===== config.mk =====
export PLATFORM = sky130hd
export DESIGN_NAME = bridge_command_decode
export DESIGN_NICKNAME = d
export VERILOG_FILES = /design/src/bridge_cmd_pkg.sv /design/src/cmd_class.sv /design/src/bus_match.sv /design/src/bridge_command_decode.sv
export VERILOG_INCLUDE_DIRS = /design/src
export SDC_FILE = /design/constraint.sdc
export NUM_CORES = 1
export LEC_CHECK = 0
export ABC_AREA = 1
export BUFFER_PORTS_ARGS = -buffer_cell sky130_fd_sc_hd__buf_2
export CAP_MARGIN = 20
export CORE_UTILIZATION = 30
export CTS_CLUSTER_DIAMETER = 120
export CTS_CLUSTER_SIZE = 25
export DETAILED_ROUTE_END_ITERATION = 8
export RECOVER_POWER = 25
export SYNTH_ARGS = -nofsm -noshare
export SYNTH_HDL_FRONTEND = slang
export SYNTH_SLANG_ARGS = --single-unit

===== constraint.sdc =====
create_clock -name clk -period 2.14 [get_ports clk]
set_input_delay 0.321 -clock clk [delete_from_list [all_inputs] [get_ports clk]]
set_output_delay 0.321 -clock clk [all_outputs]
set_load 0.005 [all_outputs]

===== src/bridge_cmd_cfg.svh =====
`ifndef BRIDGE_CMD_CFG_SVH
`define BRIDGE_CMD_CFG_SVH

// =====================================================================
// bus command encodings on the command/byte-enable lanes
`define CMD_INT_ACK      4'h0
`define CMD_SPECIAL      4'h1
`define CMD_IO_RD        4'h2
`define CMD_IO_WR        4'h3
`define CMD_MEM_RD       4'h6
`define CMD_MEM_WR       4'h7
`define CMD_CFG_RD       4'hA
`define CMD_CFG_WR       4'hB
`define CMD_MEM_RD_MULT  4'hC
`define CMD_DUAL_ADDR    4'hD
`define CMD_MEM_RD_LINE  4'hE
`define CMD_MEM_WR_INV   4'hF

// =====================================================================
// configuration address field positions
`define CFG_TYPE_MSB     1
`define CFG_TYPE_LSB     0
`define CFG_TYPE0        2'h0
`define CFG_TYPE1        2'h1
`define CFG_BUS_MSB      23
`define CFG_BUS_LSB      16
`define CFG_DEV_MSB      15
`define CFG_DEV_LSB      11
`define CFG_FUNC_MSB     10
`define CFG_FUNC_LSB     8

// =====================================================================
// special cycle request signature and reset values
`define SPECIAL_DEV      5'h1F
`define SPECIAL_FUNC     3'h7
`define NUM_FUNCS_DEF    4'h1
`define CMD_RESET        4'h0

`endif


===== src/bridge_cmd_pkg.sv =====
package bridge_cmd_pkg;

   // decode outcome for one address phase
   typedef enum logic [2:0]
   {
      ACT_IGNORE   = 3'h0,
      ACT_INTERNAL = 3'h1,
      ACT_FORWARD  = 3'h2,
      ACT_TYPE0    = 3'h3,
      ACT_SPECIAL  = 3'h4
   } action_t;

   // address phase tracking: second phase follows a dual address cycle
   typedef enum logic
   {
      PH_ADDR = 1'b0,
      PH_HIGH = 1'b1
   } phase_t;

   // registered result of one side
   typedef struct packed
   {
      phase_t     phase;
      logic       valid;
      logic       claim;
      action_t    act;
      logic [3:0] cmd;
      logic       dual;
   } side_state_t;

endpackage


===== src/cmd_class.sv =====
`timescale 1ns/1ps
`include "bridge_cmd_cfg.svh"

// =====================================================================
// command classification, shared by both interfaces
module cmd_class
(
   input  wire logic [3:0] cmd,
   output logic            is_io,
   output logic            is_mem,
   output logic            is_cfg_rd,
   output logic            is_cfg_wr,
   output logic            is_dual
);

   // read-multiple, read-line and write-invalidate decode like memory
   always_comb
   begin
      is_io     = (cmd == `CMD_IO_RD) || (cmd == `CMD_IO_WR);
      is_mem    = (cmd == `CMD_MEM_RD) || (cmd == `CMD_MEM_WR)
                  || (cmd == `CMD_MEM_RD_MULT)
                  || (cmd == `CMD_MEM_RD_LINE)
                  || (cmd == `CMD_MEM_WR_INV);
      is_cfg_rd = (cmd == `CMD_CFG_RD);
      is_cfg_wr = (cmd == `CMD_CFG_WR);
      is_dual   = (cmd == `CMD_DUAL_ADDR);
   end

endmodule


===== src/bus_match.sv =====
`timescale 1ns/1ps

// =====================================================================
// bus number comparisons against the programmed bus numbers
module bus_match
(
   input  wire logic [7:0] target_bus,
   input  wire logic [7:0] primary_bus,
   input  wire logic [7:0] secondary_bus,
   input  wire logic [7:0] subordinate_bus,
   output logic            is_pri,
   output logic            is_sec,
   output logic            in_range,
   output logic            is_deeper
);

   // range behind the bridge is secondary..subordinate inclusive
   always_comb
   begin
      is_pri    = (target_bus == primary_bus);
      is_sec    = (target_bus == secondary_bus);
      in_range  = (target_bus >= secondary_bus)
                  && (target_bus <= subordinate_bus);
      is_deeper = in_range && !is_sec;
   end

endmodule


===== src/bridge_command_decode.sv =====
// Functional notes
// - primary type 1 config read to secondary bus: claim, issue as type 0
// - primary type 1 read to deeper subordinate bus: forward as type 1
// - primary type 1 write: type 0 on secondary, unchanged deeper, else ignore
// - primary type 0 config write claimed exactly like type 0 read
// - primary special request: special cycle on secondary, type 1 deeper
// - read multiple, read line, write invalidate decode like memory read
// - dual address cycle accepted on both interfaces for 64-bit addresses
// - secondary interrupt acknowledge ignored, special cycle never claimed
// - secondary io and memory commands use window based claim and forward
// - secondary config reads, type 0 and plain type 1 writes ignored
// - secondary special request to primary bus makes primary special cycle
// - secondary special request outside all known buses forwarded as type 1
// - secondary special request inside secondary..subordinate range ignored
// - primary type 0 claimed only with select and existing function, internal
// - primary io and memory claimed only inside pass-through windows
`timescale 1ns/1ps
`include "bridge_cmd_cfg.svh"

module bridge_command_decode
#(
   parameter logic [3:0] NUM_FUNCS = `NUM_FUNCS_DEF
)
(
   input  wire logic                       clk,
   input  wire logic                       rst_n,
   // programmed bus numbers
   input  wire logic [7:0]                 primary_bus,
   input  wire logic [7:0]                 secondary_bus,
   input  wire logic [7:0]                 subordinate_bus,
   // primary address phase
   input  wire logic                       p_addr_valid,
   input  wire logic [3:0]                 primary_cmd_lanes,
   input  wire logic [31:0]                p_addr,
   input  wire logic                       p_idsel,
   input  wire logic                       p_io_hit,
   input  wire logic                       p_mem_hit,
   input  wire logic                       p_mmio_hit,
   // secondary address phase
   input  wire logic                       s_addr_valid,
   input  wire logic [3:0]                 secondary_cmd_lanes,
   input  wire logic [31:0]                s_addr,
   input  wire logic                       s_io_hit,
   input  wire logic                       s_mem_hit,
   // primary decode result
   output bridge_cmd_pkg::action_t         p_action,
   output logic                            p_dec_valid,
   output logic                            p_claim,
   output logic [3:0]                      p_fwd_cmd,
   output logic                            p_dual,
   // secondary decode result
   output bridge_cmd_pkg::action_t         s_action,
   output logic                            s_dec_valid,
   output logic                            s_claim,
   output logic [3:0]                      s_fwd_cmd,
   output logic                            s_dual
);
   import bridge_cmd_pkg::*;

   // ==================================================================
   // helpers

   // device 1Fh, function 7h in a type 1 write asks for a special cycle
   function automatic logic is_special_req(input logic [31:0] a);
      is_special_req = (a[`CFG_TYPE_MSB:`CFG_TYPE_LSB] == `CFG_TYPE1)
                       && (a[`CFG_DEV_MSB:`CFG_DEV_LSB] == `SPECIAL_DEV)
                       && (a[`CFG_FUNC_MSB:`CFG_FUNC_LSB] == `SPECIAL_FUNC);
   endfunction

   function automatic logic is_type(input logic [31:0] a,
                                    input logic [1:0]  t);
      is_type = (a[`CFG_TYPE_MSB:`CFG_TYPE_LSB] == t);
   endfunction

   // ==================================================================
   // command classification and bus comparisons

   logic       p_io;
   logic       p_mem;
   logic       p_cfg_rd;
   logic       p_cfg_wr;
   logic       p_dac;
   logic       s_io;
   logic       s_mem;
   logic       s_cfg_wr;
   logic       s_dac;
   logic       p_is_sec;
   logic       p_deeper;
   logic       s_is_pri;
   logic       s_in_range;

   cmd_class u_p_class
   (
      .cmd       (primary_cmd_lanes),
      .is_io     (p_io),
      .is_mem    (p_mem),
      .is_cfg_rd (p_cfg_rd),
      .is_cfg_wr (p_cfg_wr),
      .is_dual   (p_dac)
   );

   cmd_class u_s_class
   (
      .cmd       (secondary_cmd_lanes),
      .is_io     (s_io),
      .is_mem    (s_mem),
      .is_cfg_rd (),
      .is_cfg_wr (s_cfg_wr),
      .is_dual   (s_dac)
   );

   // programmed bus numbers, range inclusive at both ends
   bus_match u_p_bus
   (
      .target_bus      (p_addr[`CFG_BUS_MSB:`CFG_BUS_LSB]),
      .primary_bus     (primary_bus),
      .secondary_bus   (secondary_bus),
      .subordinate_bus (subordinate_bus),
      .is_pri          (),
      .is_sec          (p_is_sec),
      .in_range        (),
      .is_deeper       (p_deeper)
   );

   bus_match u_s_bus
   (
      .target_bus      (s_addr[`CFG_BUS_MSB:`CFG_BUS_LSB]),
      .primary_bus     (primary_bus),
      .secondary_bus   (secondary_bus),
      .subordinate_bus (subordinate_bus),
      .is_pri          (s_is_pri),
      .is_sec          (),
      .in_range        (s_in_range),
      .is_deeper       ()
   );

   // ==================================================================
   // state

   typedef struct packed
   {
      side_state_t p;
      side_state_t s;
   } decode_state_t;

   decode_state_t st_reg;
   decode_state_t st_next;

   logic       p_fn_ok;
   action_t    p_act;
   logic [3:0] p_cmd;
   action_t    s_act;
   logic [3:0] s_cmd;

   // ==================================================================
   // primary decode
   // the three-bit function number is checked against the implemented
   // count; a single-function bridge claims function 0 only
   always_comb
   begin
      p_fn_ok = ({1'b0, p_addr[`CFG_FUNC_MSB:`CFG_FUNC_LSB]} < NUM_FUNCS);
      p_act   = ACT_IGNORE;
      p_cmd   = primary_cmd_lanes;
      if (st_reg.p.phase == PH_HIGH)
      begin
         // second phase of a dual address cycle: memory only
         if (p_mem && (p_mem_hit || p_mmio_hit))
            p_act = ACT_FORWARD;
      end
      else if (p_io)
      begin
         if (p_io_hit)
            p_act = ACT_FORWARD;
      end
      else if (p_mem)
      begin
         if (p_mem_hit || p_mmio_hit)
            p_act = ACT_FORWARD;
      end
      else if ((p_cfg_rd || p_cfg_wr) && is_type(p_addr, `CFG_TYPE0))
      begin
         // own registers only, never forwarded
         if (p_idsel && p_fn_ok)
            p_act = ACT_INTERNAL;
      end
      else if (p_cfg_wr && is_special_req(p_addr))
      begin
         if (p_is_sec)
         begin
            p_act = ACT_SPECIAL;
            p_cmd = `CMD_SPECIAL;
         end
         else if (p_deeper)
            p_act = ACT_FORWARD;
      end
      else if ((p_cfg_rd || p_cfg_wr) && is_type(p_addr, `CFG_TYPE1))
      begin
         if (p_is_sec)
            p_act = ACT_TYPE0;
         else if (p_deeper)
            p_act = ACT_FORWARD;
      end
      // interrupt acknowledge, special cycle and reserved codes fall
      // through as ignore
   end

   // ==================================================================
   // secondary decode
   // upstream windows come from the address-window logic outside
   always_comb
   begin
      s_act = ACT_IGNORE;
      s_cmd = secondary_cmd_lanes;
      if (st_reg.s.phase == PH_HIGH)
      begin
         if (s_mem && s_mem_hit)
            s_act = ACT_FORWARD;
      end
      else if (s_io)
      begin
         if (s_io_hit)
            s_act = ACT_FORWARD;
      end
      else if (s_mem)
      begin
         if (s_mem_hit)
            s_act = ACT_FORWARD;
      end
      else if (s_cfg_wr && is_special_req(s_addr))
      begin
         if (s_is_pri)
         begin
            s_act = ACT_SPECIAL;
            s_cmd = `CMD_SPECIAL;
         end
         else if (!s_in_range)
            s_act = ACT_FORWARD;
         // a bus behind the bridge is ignored
      end
      // config reads, type 0 and plain type 1 writes, interrupt
      // acknowledge, special cycles and reserved codes are ignored
   end

   // ==================================================================
   // next state
   // a dual address phase produces no result itself; the decision is
   // made on the following phase, which carries the real command
   always_comb
   begin
      st_next         = st_reg;
      st_next.p.valid = 1'b0;
      st_next.s.valid = 1'b0;
      if (p_addr_valid)
      begin
         case (st_reg.p.phase)
            PH_ADDR:
            begin
               if (p_dac)
                  st_next.p.phase = PH_HIGH;
               else
               begin
                  st_next.p.valid = 1'b1;
                  st_next.p.act   = p_act;
                  st_next.p.claim = (p_act != ACT_IGNORE);
                  st_next.p.cmd   = p_cmd;
                  st_next.p.dual  = 1'b0;
               end
            end
            PH_HIGH:
            begin
               st_next.p.phase = PH_ADDR;
               st_next.p.valid = 1'b1;
               st_next.p.act   = p_act;
               st_next.p.claim = (p_act != ACT_IGNORE);
               st_next.p.cmd   = p_cmd;
               st_next.p.dual  = 1'b1;
            end
            default:
               st_next.p.phase = PH_ADDR;
         endcase
      end
      if (s_addr_valid)
      begin
         case (st_reg.s.phase)
            PH_ADDR:
            begin
               if (s_dac)
                  st_next.s.phase = PH_HIGH;
               else
               begin
                  st_next.s.valid = 1'b1;
                  st_next.s.act   = s_act;
                  st_next.s.claim = (s_act != ACT_IGNORE);
                  st_next.s.cmd   = s_cmd;
                  st_next.s.dual  = 1'b0;
               end
            end
            PH_HIGH:
            begin
               st_next.s.phase = PH_ADDR;
               st_next.s.valid = 1'b1;
               st_next.s.act   = s_act;
               st_next.s.claim = (s_act != ACT_IGNORE);
               st_next.s.cmd   = s_cmd;
               st_next.s.dual  = 1'b1;
            end
            default:
               st_next.s.phase = PH_ADDR;
         endcase
      end
   end

   // ==================================================================
   // registers
   always_ff @(posedge clk or negedge rst_n)
   begin
      if (!rst_n)
      begin
         st_reg.p.phase <= PH_ADDR;
         st_reg.p.valid <= 1'b0;
         st_reg.p.claim <= 1'b0;
         st_reg.p.act   <= ACT_IGNORE;
         st_reg.p.cmd   <= `CMD_RESET;
         st_reg.p.dual  <= 1'b0;
         st_reg.s.phase <= PH_ADDR;
         st_reg.s.valid <= 1'b0;
         st_reg.s.claim <= 1'b0;
         st_reg.s.act   <= ACT_IGNORE;
         st_reg.s.cmd   <= `CMD_RESET;
         st_reg.s.dual  <= 1'b0;
      end
      else
         st_reg <= st_next;
   end

   // outputs straight from the state flops
   assign p_dec_valid = st_reg.p.valid;
   assign p_claim     = st_reg.p.claim;
   assign p_action    = st_reg.p.act;
   assign p_fwd_cmd   = st_reg.p.cmd;
   assign p_dual      = st_reg.p.dual;
   assign s_dec_valid = st_reg.s.valid;
   assign s_claim     = st_reg.s.claim;
   assign s_action    = st_reg.s.act;
   assign s_fwd_cmd   = st_reg.s.cmd;
   assign s_dual      = st_reg.s.dual;

endmodule


==> results.json <==
{
  "ys_ff_latch": 21,
  "grt_pass1_wl_mm": 7.790,
  "r2r_end": "p_claim",
  "gp_congestion": 0.7883,
  "dp_cells": 478,
  "num_vias": 2095,
  "clk_latency_ps": 250,
  "final_area_um2": 2674,
  "dpl.hpwl_mm": 4.392,
  "hold_path_class": "in2async",
  "synth_top_family_by_area": "simple AND/OR/NAND/NOR gates",
  "die_w_um": 86.77,
  "wl_per_cell_um": 9.965,
  "fillers": 777,
  "critical_path_class": "in2reg",
  "cp.arrival_ps": 1670,
  "power_density_nw_per_um2": 409.7,
  "setup_viol": 0,
  "cts_buffers": 3,
  "initial_core_util": 0.3138,
  "cts_resized": 0,
  "r2r_setup_slack_ps": 850,
  "required_ps": 2290,
  "async_flop_share": 1.000,
  "yosysUniqueCellTypes": 34,
  "synth.yosys.warnings": 0,
  "layout_common_cells": "buf_2 (95), nand2_1 (81), inv_1 (42)",
  "synth_edf_count": 0,
  "tns_ps": 0,
  "fin_crit_sh": 0.7105,
  "max_stage_delay_ps": 280,
  "drive_above_1_share": 0.3005,
  "drc": 0,
  "run_status": "finished clean",
  "clock-skew-final_ps": 2.304,
  "cap_violations": 0,
  "timing.final.crit_period_ps": 1521,
  "synth_fp_nets": 440,
  "cpMostUsedCell": "nand2_1",
  "leakage_nw": 1.544,
  "hold_buffers": 0,
  "avgSynthCellArea_um2": 7.138,
  "place_ws_ps": 331.1,
  "rows": 30,
  "rsz0062_at_grt": "false",
  "synth_seq_area_share": 0.2438,
  "max-slew-margin-rel": 0.2690,
  "crit_slowest_cell": "ha_1",
  "clk_pin_slew_worst_paths_ps": 80,
  "syn_to_final_growth_pct": 24.03,
  "synth_fa_ha_area_frac": 0.1857,
  "ioPinCount": 126,
  "timing.final.ws_setup_ps": 619.5,
  "synth-xor-area-share": 0.02438,
  "ir_drop_uv": 200.8,
  "coreArea_um2": 6869,
  "startpoint": "secondary_bus[7]",
  "cts_setup_buffers": 0,
  "antenna_cells": 0,
  "synthSimpleGateAreaFrac": 0.2919,
  "synth_compound_gate_area_share": 0.1114,
  "htreeDepth": 1,
  "cts_root_buf": "clkbuf_8",
  "rr_startpoint": "st_reg[21]",
  "drtAntennaViolNets": 0,
  "tightest_slew_ps": 1096,
  "vias_per_cell": 4.346,
  "grt.overflow.total": 0,
  "drtPass1Iterations": 4,
  "dr.first_iter.drc_count": 42,
  "hold_violations": 0,
  "reg2regPathDepth": 9,
  "cp_max_fo": 3,
  "slew_violations": 0,
  "wl_mm": 4.803,
  "first_global_vias": 1875,
  "grt_max_degree": 22,
  "cts_tree": "built",
  "clock_path_buffers": 2,
  "synthMuxAreaShare": 0,
  "fin_nets": 525,
  "place_area_um2": 2629,
  "end_kind": "register",
  "layout_commonest_cell": "buf_2",
  "path_cells": "buf_2 > inv_1 > ha_1 > nand2_1 > nor2_2 > nand4_2 > nor2_2 > nor3_2 > nand2_1 > nand2_1 > nand2_2 > nand3_2 > nand2_1 > inv_1",
  "clock-sinks": 21,
  "antenna_found_initial": 0,
  "syn_inst": 302,
  "worstSetupStartpointType": "primary input",
  "grt_usage": 0.1287,
  "ys.flop_type": "dfrtp_1",
  "io_buffer_count": 96,
  "die_h_um": 86.77,
  "die_area_um2": 7529,
  "total_power_mw": 1.096,
  "layout.cells.non_filler": 482,
  "clock.fmax_mhz": 657.7,
  "syn_area_um2": 2156
}
through the flow:
stage / util / hold WS (ps)
floorplan: - / 25.41
global placement: 0.3827 / 299.1
detailed placement: 0.3827 / 300.3
CTS: 0.3894 / 25.02
global route: 0.3893 / 363.2
finish: 0.3893 / 252.7
power by group:
| part | internal, mW | switching, mW |
|---|---|---|
| combinational | 0.178 | 0.212 |
| sequential | 0.436 | 0.0209 |
| clock | 0.129 | 0.120 |
cells in the mapped netlist, types with 3 or more instances:
library cell,instances,share of area
inv_1,42,0.073
o21ai_1,5,0.012
o21a_1,3,0.010
buf_4,14,0.049
dfrtp_1,21,0.24
nor2_1,19,0.033
o21ai_0,8,0.019
xnor2_1,4,0.016
nand3_1,6,0.014
or2_1,3,0.0087
nor2_2,3,0.0087
ha_1,32,0.19
nand4_1,7,0.020
nor3_1,6,0.014
inv_2,5,0.0087
a21oi_1,19,0.044
nand2_1,81,0.14
nor4_1,3,0.0087
cell families after synthesis:
group / after synthesis
AOI/OAI and AO/OA: 42
xor gates and xnor gates: 6
adders and majority gates: 32
DFF: 21
and+or+nand+nor: 137
buffers and inverters: 63
other: 1
area by class of cell:
| type | count | area, µm² | area share |
|---|---|---|---|
| Clock inverter | 1 | 5.005 | 0.001872 |
| Timing Repair Buffer | 96 | 479.2 | 0.1792 |
| Multi-Input combinational cell | 218 | 1326 | 0.4960 |
| Clock buffer | 3 | 41.29 | 0.01544 |
| Tap cell | 96 | 120.1 | 0.04492 |
| Sequential cell | 21 | 525.5 | 0.1965 |
| Inverter | 47 | 176.4 | 0.06598 |
layer usage:
| metal | vias up | wire length (µm) | track usage |
|---|---|---|---|
| met2 | 53 | 2338 | 0.2323 |
| met1 | 901 | 2168 | 0.1610 |
| met4 | 0 | 27 | 0.02727 |
| met5 | - | 0 | 0 |
| met3 | 4 | 269 | 0.02000 |
| li1 | 1137 | - | - |
critical path, delay by kind of cell:
family,cells,cell delay (ps)
adders and majority gates,1,280
buffers and inverters,3,140
and+or+nand+nor,10,920
worst max path at each step:
| stage | end | slack, ps | cells after the start |
|---|---|---|---|
| 2_1_floorplan | p_claim | 580 | 13 |
| 3_3_place_gp | p_claim | 340 | 14 |
| 3_5_place_dp | p_claim | 330 | 14 |
| 4_1_cts | p_claim | 600 | 14 |
| 5_1_grt | p_claim | 440 | 17 |
| 6_report | p_claim | 620 | 14 |
(Power assumes the default switching activity.)
